File: config.mk
export PLATFORM = sky130hd
export DESIGN_NAME = cpu_power_save_modes
export DESIGN_NICKNAME = d
export VERILOG_FILES = /design/src/rtl/power_save_pkg.sv /design/src/rtl/doze_link_if.sv /design/src/rtl/cpu_power_save_modes.sv /design/src/rtl/doze_divider.sv
export SDC_FILE = /design/constraint.sdc
export NUM_CORES = 1
export LEC_CHECK = 0
export ABC_AREA = 1
export ABC_CLOCK_PERIOD_IN_PS = 3240
export CAP_MARGIN = 0
export CELL_PAD_IN_SITES_DETAIL_PLACEMENT = 2
export CELL_PAD_IN_SITES_GLOBAL_PLACEMENT = 2
export CORE_MARGIN = 2
export CORE_UTILIZATION = 37
export DETAILED_ROUTE_END_ITERATION = 7
export DONT_BUFFER_PORTS = 1
export HOLD_SLACK_MARGIN = 0.12
export PLACE_DENSITY_LB_ADDON = 0.05
export SYNTH_ARGS = -nofsm -noshare
export SYNTH_HDL_FRONTEND = slang
export SYNTH_HIERARCHICAL = 1
export SYNTH_SLANG_ARGS = --single-unit
File: constraint.sdc
create_clock -name clock -period 3.24 [get_ports clock]
set_input_delay 0.648 -clock clock [delete_from_list [all_inputs] [get_ports clock]]
set_output_delay 0.648 -clock clock [all_outputs]
set_load 0.005 [all_outputs]
File: src/rtl/power_save_pkg.sv
// Purpose: Shared constants for the processor power-saving mode controller.
// Assumes: 8-bit register port, one clock domain, active-low asynchronous reset.
// Notes:   Register offsets and field positions are used by the controller and the bench.

`default_nettype none

package power_save_pkg;

  localparam int unsigned ADDR_W = 8;
  localparam int unsigned DATA_W = 8;

  // Register offsets
  localparam logic [7:0] CTRL_OFFSET   = 8'h00;
  localparam logic [7:0] STATUS_OFFSET = 8'h01;
  localparam logic [7:0] OSC_OFFSET    = 8'h02;

  // Control register fields
  localparam int unsigned IDLE_SELECT_BIT = 7;
  localparam int unsigned DOZE_ENABLE_BIT = 6;
  localparam int unsigned RECOVER_BIT     = 5;
  localparam int unsigned RESUME_BIT      = 4;
  localparam int unsigned RATIO_LSB       = 0;
  localparam int unsigned RATIO_W         = 3;
  localparam logic [7:0]  CTRL_RESET      = 8'h00;

  // Status register fields
  localparam int unsigned PD_FLAG_BIT  = 0;
  localparam int unsigned TO_FLAG_BIT  = 1;
  localparam int unsigned MODE_LSB     = 2;
  localparam int unsigned HANDLER_BIT  = 4;
  localparam logic        PD_FLAG_RESET = 1'b1;
  localparam logic        TO_FLAG_RESET = 1'b1;

  // Oscillator force register fields
  localparam int unsigned FAST_FORCE_BIT = 0;
  localparam int unsigned SLOW_FORCE_BIT = 1;
  localparam int unsigned SEC_FORCE_BIT  = 2;
  localparam logic [2:0]  OSC_RESET      = 3'h0;

  // Ratio code for one in 32 core cycles
  localparam logic [2:0]  RATIO_1_32     = 3'h4;

  localparam logic [15:0] IRQ_VECTOR     = 16'h0004;

  typedef enum logic [1:0] {
    MODE_RUN   = 2'b00,
    MODE_IDLE  = 2'b01,
    MODE_SLEEP = 2'b10
  } power_mode_e;

endpackage

`default_nettype wire

File: src/rtl/doze_link_if.sv
// Purpose: Carries doze settings to the throttle divider and its run cycle back.
// Assumes: Same clock as the controller.
// Notes:   restart is a one-cycle pulse.

`default_nettype none

interface doze_link_if;
  logic       enable;
  logic [2:0] ratio;
  logic       restart;
  logic       run_cycle;

  modport ctrl (output enable, output ratio, output restart, input run_cycle);
  modport div  (input enable, input ratio, input restart, output run_cycle);
endinterface

`default_nettype wire

File: src/rtl/cpu_power_save_modes.sv
// Purpose: Doze, idle and sleep control for the processor core.
// Assumes: Core and interrupt inputs are synchronous to clock; sleep_exec,
//          irq_return and wdt_timeout are one-cycle pulses.
// Notes:   Mode clock enables are combinational from the mode register.

`default_nettype none

module cpu_power_save_modes #(
  parameter int unsigned PINS  = 8,
  parameter int unsigned CNT_W = 8
) (
  // Clock and reset
  input  wire logic                 clock,
  input  wire logic                 rst_n,
  // Register port
  input  wire logic [7:0]           addr,
  input  wire logic [7:0]           wdata,
  input  wire logic                 wr,
  input  wire logic                 rd,
  output logic      [7:0]           rdata,
  // Core and interrupt logic
  input  wire logic                 sleep_exec,
  input  wire logic                 irq_pending,
  input  wire logic                 irq_request,
  input  wire logic                 global_irq_enable,
  input  wire logic                 prefetch_clears_gie,
  input  wire logic                 multicycle_busy,
  input  wire logic                 irq_return,
  output logic                      vector_fetch,
  output logic      [15:0]          vector_address,
  // Clock gating
  output logic                      core_clock_enable,
  output logic                      periph_clock_enable,
  output logic                      periph_instr_clock_enable,
  output logic                      system_clock_enable,
  // Watchdog
  input  wire logic                 wdt_timeout,
  output logic                      wdt_clear,
  output logic                      wdt_reset_request,
  // Oscillators
  input  wire logic                 fast_osc_request,
  input  wire logic                 slow_osc_request,
  input  wire logic                 secondary_osc_request,
  output logic                      high_freq_internal_osc_enable,
  output logic                      low_freq_internal_osc_enable,
  output logic                      secondary_osc_enable,
  // Converter
  input  wire logic                 converter_on,
  input  wire logic                 converter_rc_clock,
  output logic                      converter_abort,
  output logic                      converter_power,
  // Pins
  input  wire logic [PINS-1:0]      pin_periph_active,
  output logic      [PINS-1:0]      pin_hold
);

  power_save_pkg::power_mode_e mode;
  power_save_pkg::power_mode_e next_mode;

  logic       idle_select;
  logic       doze_enable;
  logic       recover_on_interrupt;
  logic       resume_throttle_on_exit;
  logic [2:0] cpu_skip_ratio;
  logic       power_down_flag;
  logic       timeout_flag;
  logic       in_handler;
  logic       fast_osc_force_on;
  logic       slow_osc_force_on;
  logic       secondary_osc_force_on;
  logic       prev_doze_enable;
  logic [2:0] prev_ratio;

  logic       next_doze_enable;
  logic       next_resume;
  logic       next_power_down_flag;
  logic       next_timeout_flag;

  doze_link_if link ();

  doze_divider #(
    .CNT_W (CNT_W)
  ) u_divider (
    .clock (clock),
    .rst_n (rst_n),
    .link  (link)
  );

  // Register decode
  wire ctrl_sel   = (addr == power_save_pkg::CTRL_OFFSET);
  wire status_sel = (addr == power_save_pkg::STATUS_OFFSET);
  wire osc_sel    = (addr == power_save_pkg::OSC_OFFSET);
  wire ctrl_wr    = wr && ctrl_sel;
  wire osc_wr     = wr && osc_sel;

  wire [7:0] ctrl_value = {idle_select, doze_enable, recover_on_interrupt,
                           resume_throttle_on_exit, 1'b0, cpu_skip_ratio};
  wire [7:0] status_value = {3'h0, in_handler, mode, timeout_flag, power_down_flag};
  wire [7:0] osc_value = {5'h0, secondary_osc_force_on, slow_osc_force_on,
                          fast_osc_force_on};
  wire [7:0] read_value = ctrl_sel   ? ctrl_value :
                          status_sel ? status_value :
                          osc_sel    ? osc_value : 8'h00;

  // Mode events
  wire running  = (mode == power_save_pkg::MODE_RUN);
  wire sleeping = (mode == power_save_pkg::MODE_SLEEP);
  wire idling   = (mode == power_save_pkg::MODE_IDLE);
  // A pending enabled interrupt turns the sleep instruction into a no-op
  wire sleep_go       = running && sleep_exec && !irq_pending;
  wire full_sleep_go  = sleep_go && !idle_select;
  // Any enabled interrupt wakes, global enable or not
  wire irq_wake       = !running && irq_pending;
  wire wdt_wake       = !running && wdt_timeout && !irq_pending;
  wire wake           = irq_wake || wdt_wake;

  // Interrupt entry waits for the core to finish a multicycle instruction
  wire irq_skip  = running && irq_request && !in_handler && prefetch_clears_gie;
  wire irq_enter = running && irq_request && !in_handler && !prefetch_clears_gie
                   && !multicycle_busy;
  wire irq_exit  = irq_return && in_handler;

  always_comb
  begin
    next_mode = mode;
    case (mode)
      power_save_pkg::MODE_RUN:
        if (sleep_go)
          next_mode = idle_select ? power_save_pkg::MODE_IDLE
                                  : power_save_pkg::MODE_SLEEP;
      power_save_pkg::MODE_IDLE:
        if (wake)
          next_mode = power_save_pkg::MODE_RUN;
      power_save_pkg::MODE_SLEEP:
        if (wake)
          next_mode = power_save_pkg::MODE_RUN;
      default:
        next_mode = power_save_pkg::MODE_RUN;
    endcase
  end

  // Hardware updates take priority over a software write in the same cycle
  always_comb
  begin
    next_doze_enable = ctrl_wr ? wdata[power_save_pkg::DOZE_ENABLE_BIT] : doze_enable;
    next_resume      = ctrl_wr ? wdata[power_save_pkg::RESUME_BIT]
                               : resume_throttle_on_exit;
    if (irq_enter)
    begin
      next_resume = doze_enable;
      if (recover_on_interrupt)
        next_doze_enable = 1'b0;
      else
        next_doze_enable = doze_enable;
    end
    else if (irq_skip)
      next_doze_enable = 1'b0;
    else if (irq_exit)
      next_doze_enable = resume_throttle_on_exit;
  end

  always_comb
  begin
    next_power_down_flag = power_down_flag;
    next_timeout_flag    = timeout_flag;
    if (sleep_go)
    begin
      next_power_down_flag = 1'b0;
      next_timeout_flag    = 1'b1;
    end
    else if (wdt_wake)
      next_timeout_flag = 1'b0;
  end

  always_ff @(posedge clock or negedge rst_n)
  begin
    if (!rst_n)
    begin
      mode                    <= power_save_pkg::MODE_RUN;
      idle_select             <= power_save_pkg::CTRL_RESET[power_save_pkg::IDLE_SELECT_BIT];
      recover_on_interrupt    <= power_save_pkg::CTRL_RESET[power_save_pkg::RECOVER_BIT];
      cpu_skip_ratio          <= power_save_pkg::CTRL_RESET[2:0];
      doze_enable             <= power_save_pkg::CTRL_RESET[power_save_pkg::DOZE_ENABLE_BIT];
      resume_throttle_on_exit <= power_save_pkg::CTRL_RESET[power_save_pkg::RESUME_BIT];
    end
    else
    begin
      mode                    <= next_mode;
      doze_enable             <= next_doze_enable;
      resume_throttle_on_exit <= next_resume;
      if (ctrl_wr)
      begin
        // Idle wake never touches idle_select
        idle_select          <= wdata[power_save_pkg::IDLE_SELECT_BIT];
        recover_on_interrupt <= wdata[power_save_pkg::RECOVER_BIT];
        cpu_skip_ratio       <= wdata[power_save_pkg::RATIO_LSB +: power_save_pkg::RATIO_W];
      end
    end
  end

  always_ff @(posedge clock or negedge rst_n)
  begin
    if (!rst_n)
    begin
      power_down_flag <= power_save_pkg::PD_FLAG_RESET;
      timeout_flag    <= power_save_pkg::TO_FLAG_RESET;
      in_handler      <= 1'b0;
    end
    else
    begin
      power_down_flag <= next_power_down_flag;
      timeout_flag    <= next_timeout_flag;
      // A return with no handler in progress changes nothing
      in_handler      <= irq_enter || (in_handler && !irq_return);
    end
  end

  always_ff @(posedge clock or negedge rst_n)
  begin
    if (!rst_n)
    begin
      fast_osc_force_on      <= power_save_pkg::OSC_RESET[power_save_pkg::FAST_FORCE_BIT];
      slow_osc_force_on      <= power_save_pkg::OSC_RESET[power_save_pkg::SLOW_FORCE_BIT];
      secondary_osc_force_on <= power_save_pkg::OSC_RESET[power_save_pkg::SEC_FORCE_BIT];
    end
    else if (osc_wr)
    begin
      fast_osc_force_on      <= wdata[power_save_pkg::FAST_FORCE_BIT];
      slow_osc_force_on      <= wdata[power_save_pkg::SLOW_FORCE_BIT];
      secondary_osc_force_on <= wdata[power_save_pkg::SEC_FORCE_BIT];
    end
  end

  // Event pulses and read data, all registered
  always_ff @(posedge clock or negedge rst_n)
  begin
    if (!rst_n)
    begin
      rdata             <= 8'h00;
      vector_fetch      <= 1'b0;
      wdt_clear         <= 1'b0;
      wdt_reset_request <= 1'b0;
      converter_abort   <= 1'b0;
      prev_doze_enable  <= 1'b0;
      prev_ratio        <= 3'h0;
    end
    else
    begin
      // Read data stand one cycle; the port reads zero otherwise
      rdata             <= rd ? read_value : 8'h00;
      vector_fetch      <= irq_enter;
      // Cleared on entry and again on leaving sleep; no other reset source here
      wdt_clear         <= sleep_go || (sleeping && wake);
      // Outside idle and sleep a timeout still resets the device
      wdt_reset_request <= running && wdt_timeout;
      // One-cycle pulse; software keeps converter_on set
      converter_abort   <= full_sleep_go && converter_on && !converter_rc_clock;
      // Last cycle's settings, kept to spot a change for the divider
      prev_doze_enable  <= doze_enable;
      prev_ratio        <= cpu_skip_ratio;
    end
  end

  assign vector_address = power_save_pkg::IRQ_VECTOR;

  // Divider link
  assign link.enable  = doze_enable;
  assign link.ratio   = cpu_skip_ratio;
  // Restart on any change so a new ratio never inherits a half-run slot
  assign link.restart = (doze_enable != prev_doze_enable)
                        || (cpu_skip_ratio != prev_ratio);

  // Only the core sees the throttle
  assign core_clock_enable         = running && link.run_cycle;
  assign periph_clock_enable       = !sleeping;
  assign periph_instr_clock_enable = !sleeping;
  assign system_clock_enable       = !sleeping;

  assign high_freq_internal_osc_enable = !sleeping || fast_osc_request
                                         || fast_osc_force_on;
  assign low_freq_internal_osc_enable  = !sleeping || slow_osc_request
                                         || slow_osc_force_on;
  assign secondary_osc_enable          = !sleeping || secondary_osc_request
                                         || secondary_osc_force_on;

  // The converter's own on bit is left set; only its power is cut
  assign converter_power = converter_on && !(sleeping && !converter_rc_clock);

  genvar p;
  generate
    for (p = 0; p < PINS; p++)
    begin : g_pin
      assign pin_hold[p] = sleeping && !pin_periph_active[p];
    end
  endgenerate

  // Global enable only gates vectoring upstream; folded into an unused wire, read nowhere
  wire unused_gie = global_irq_enable || idling;

endmodule

`default_nettype wire

File: src/rtl/doze_divider.sv
// Purpose: Produces the core run cycle, one in 2**(ratio+1) cycles under doze.
// Assumes: Ratio codes up to 7 fit in a CNT_W-bit counter.
// Notes:   The cycle right after a restart is always a run cycle.

`default_nettype none

module doze_divider #(
  parameter int unsigned CNT_W = 8
) (
  // Clock and reset
  input  wire logic clock,
  input  wire logic rst_n,
  // Doze settings
  doze_link_if.div  link
);

  logic [CNT_W-1:0] count;
  logic [CNT_W-1:0] last_count;
  logic             wrap;

  // Period minus one: code 001 gives 1:4, code 100 gives 1:32
  assign last_count = CNT_W'((CNT_W+1)'(2) << link.ratio) - CNT_W'(1);
  assign wrap       = (count == last_count);
  assign link.run_cycle = !link.enable || (count == '0);

  always_ff @(posedge clock or negedge rst_n)
  begin
    if (!rst_n)
      count <= '0;
    else if (link.restart || !link.enable || wrap)
      count <= '0;
    else
      count <= count + CNT_W'(1);
  end

endmodule

`default_nettype wire

==> impl_results.md <==
* Final WL at 5.85 mm
* Filler cell count at 724
* DIE WIDTH at 83.1 um
* HPWL after detailed placement at 4.65 mm
* Die height at 83.1 um
* Crit path depth at 4
* CP bufs+invs at 2
* Internal reg-to-reg setup slack at 1.19 ns
* CTS H-tree depth at 2
* Required @ worst endpoint at 2.59 ns
* Fin. max-slew vios at 0
* Library cells used by synthesis at 33
* Final setup violation count at 0
* Multiplexer area fraction after synthesis at 0%
* Register bit count reported by yosys at 39
* Slowest cell delay on critical path at 0.41 ns
* Worst-path maximum fanout at 15
* Slowest CP cell: dfrtp_1
* Largest net degree at the start of global routing at 38
* Register area share after synthesis at 42.3%
* Inserted Diodes at 0
* PD cells at 517 nW/um2
* Delay-heaviest family, CP: flip-flops
* Crit Reg-Reg Startpoint: cpu_skip_ratio[1]$_DFFE_PN0P_
* Post-synth top area share at 40.0%
* Layout cell share with drive strength beyond 1 at 14.2%
* Prevailing post-synth register cell: dfrtp_1
* Clock slew at reported path FFs at 0.08 ns
* CTS max path bufs at 2
* CTS resizes at 0
* Synth area leaders: dfrtp_1, nand2_1, inv_1
* Register-to-Register Path Depth at 13
* Global placement routability congestion at 0.728
* Area Growth Syn to Fin at 4.43%
* Ys async rst share at 100%
* Post-DRT Antenna Nets at 0
* Nets@finish at 348
* I/O pins at 85
* Vias at 1,799
* Setup TNS at 0 ns
* XOR/XNOR share of the synthesized area at 2.65%
* Max cap viols at 0
* Hold Buf Count CTS at 1
* First-pass GRT wire length at 9.96 mm
* Maximum VDD drop at 222 uV
* Buffers on Ports at 0
* Sequential cell area at 978 um2
* Cell Area, Synth at 2310 um2
* WL per Instance at 15.5 um
* Initial antenna violation count at 0
* Total power at 1.25 mW
* Fmax at 444 MHz
* Startpoint types: flop
* Overflow after GRT at 0
* Dominant cell type by area after synthesis: dfrtp_1
* CP Cell Sequence: inv_1 > ha_1 > inv_1 > or3_1
* P_leak at 1.22 nW
* End of the critical path: high_freq_internal_osc_enable
* CTS sink cnt at 39
* Residual DRC at 0
* Clock root cell: clkbuf_8
* Clk_lat worst skew at 0.29 ns
* Final min period at 2.25 ns
* Reg-to-Reg End: u_divider/count[5]$_DFF_PN0_
* TritonCTS clock tree: done
* Die footprint at 6900 um2
* Final hold vios at 0
* Synth Area in Adders at 2.70%
* Vias in the first global route at 2,047
* Worst Hold Class: input pin to async pin
* Syn Area/Cell at 7.71 um2
* Initial Util at 38.6%
* CTS Buf Count at 5
* Iteration count of the initial detailed-routing pass at 4
* Core area at 5990 um2
* DRT iter0 DRCs at 46
* Post-synth EDFFs at 0
* Row count at 28
* Most common cell after layout, fill and taps aside: nand2_1
* Post-DR vias/cell at 4.76
* Cell mode on critical path: inv_1
* Worst Setup SP: mode[0]$_DFFE_PN0P_
* Post-CTS setup buffers at 0
* Largest family of logic cells by synthesized area: simple AND/OR/NAND/NOR gates
* Multi-input gate area at 1050 um2
* Layout Skew at 0.00678 ns
* Synth warn at 6
* RSZ-0062 raised after global routing: false
* Tcrit/Tclk final at 69.5%
* Cell count after synthesis at 300
* Status: complete, no violations
* Gr usage total at 18.0%
* Simple-gate share of the synthesized area at 32.0%
* Arrival time worst endpoint at 1.60 ns
* Post-synthesis compound-gate area fraction at 5.52%
* Commonest cells after routing, fill and taps aside: nand2_1, inv_1, dfrtp_1
* Crit Path Category: flop to output pin
* Critical Path Sink Type: output pin
[report_power, final]
part           switching (mW)  total, mW  internal, mW  leakage (nW)
clock network           0.177      0.329         0.152        0.0452
registers              0.0550      0.599         0.544         0.517
logic                   0.208      0.319         0.111         0.659
total                   0.441       1.25         0.807          1.22
[synth_stat cells, types with 3 or more instances]
cell,instances
nand2_1,81
inv_1,46
dfrtp_1,37
nor2_1,23
buf_4,18
nand3_1,18
nor2_2,14
o21ai_0,11
ha_1,5
xnor2_1,5
nand2_2,4
nand4_1,3
nor2_4,3
o21ai_2,3
or3_1,3
[logic make-up after synthesis]
family | count (synthesis)
DFF | 39
adders and majority gates | 5
and+or+nand+nor | 157
buffers and inverters | 69
other | 2
xor gates and xnor gates | 7
AOI/OAI and AO/OA | 21
[area by class of cell]
cell class / count / area share, %
clock inverters: 2 / 0.570
flip-flops and latches: 39 / 40.5
repair buffers: 1 / 0.829
clock buffers: 6 / 3.00
well taps: 75 / 3.88
inverters: 49 / 7.66
multi-input cells: 206 / 43.6
[worst min path at each step]
stage | slack (ns) | cells after the start | end | from
after floorplan | 0.35 | 0 | converter_abort$_DFF_PN0_ | rst_n
after global placement | 0.35 | 0 | u_divider/count[6]$_DFF_PN0_ | rst_n
after detailed placement | 0.35 | 0 | u_divider/count[6]$_DFF_PN0_ | rst_n
after CTS | 0.18 | 0 | power_down_flag$_DFFE_PN1P_ | rst_n
after global routing | 0.17 | 0 | timeout_flag$_DFFE_PN1P_ | rst_n
final | 0.19 | 0 | timeout_flag$_DFFE_PN1P_ | rst_n
[flip-flops by register name, indices dropped and copies added (netlist names), 2 cells and up]
signal and flops:
mode 2, u_divider/count 8, cpu_skip_ratio 3, prev_ratio 3
rdata 8
[through the flow]
stage          hold slack, ns  area (um2)  cells  utilization (%)  setup slack, ns
5_1_grt                 0.169        2420    378             40.3            0.834
3_3_place_gp            0.353        2310    369             38.6             1.20
2_1_floorplan           0.352        2370    314                -             1.43
6_report                0.189        2420    378             40.3            0.990
4_1_cts                 0.177        2420    378             40.3            0.950
3_5_place_dp            0.353        2310    369             38.6             1.19
[metal layers]
metal	GRT usage (%)	up-vias	routed length (um)
met5	0	-	0
met4	4.47	0	55
met3	4.57	7	288
met2	30.6	43	2960
met1	22.9	866	2550
li1	-	883	-
No activity file was read; power rests on OpenSTA's default activity.
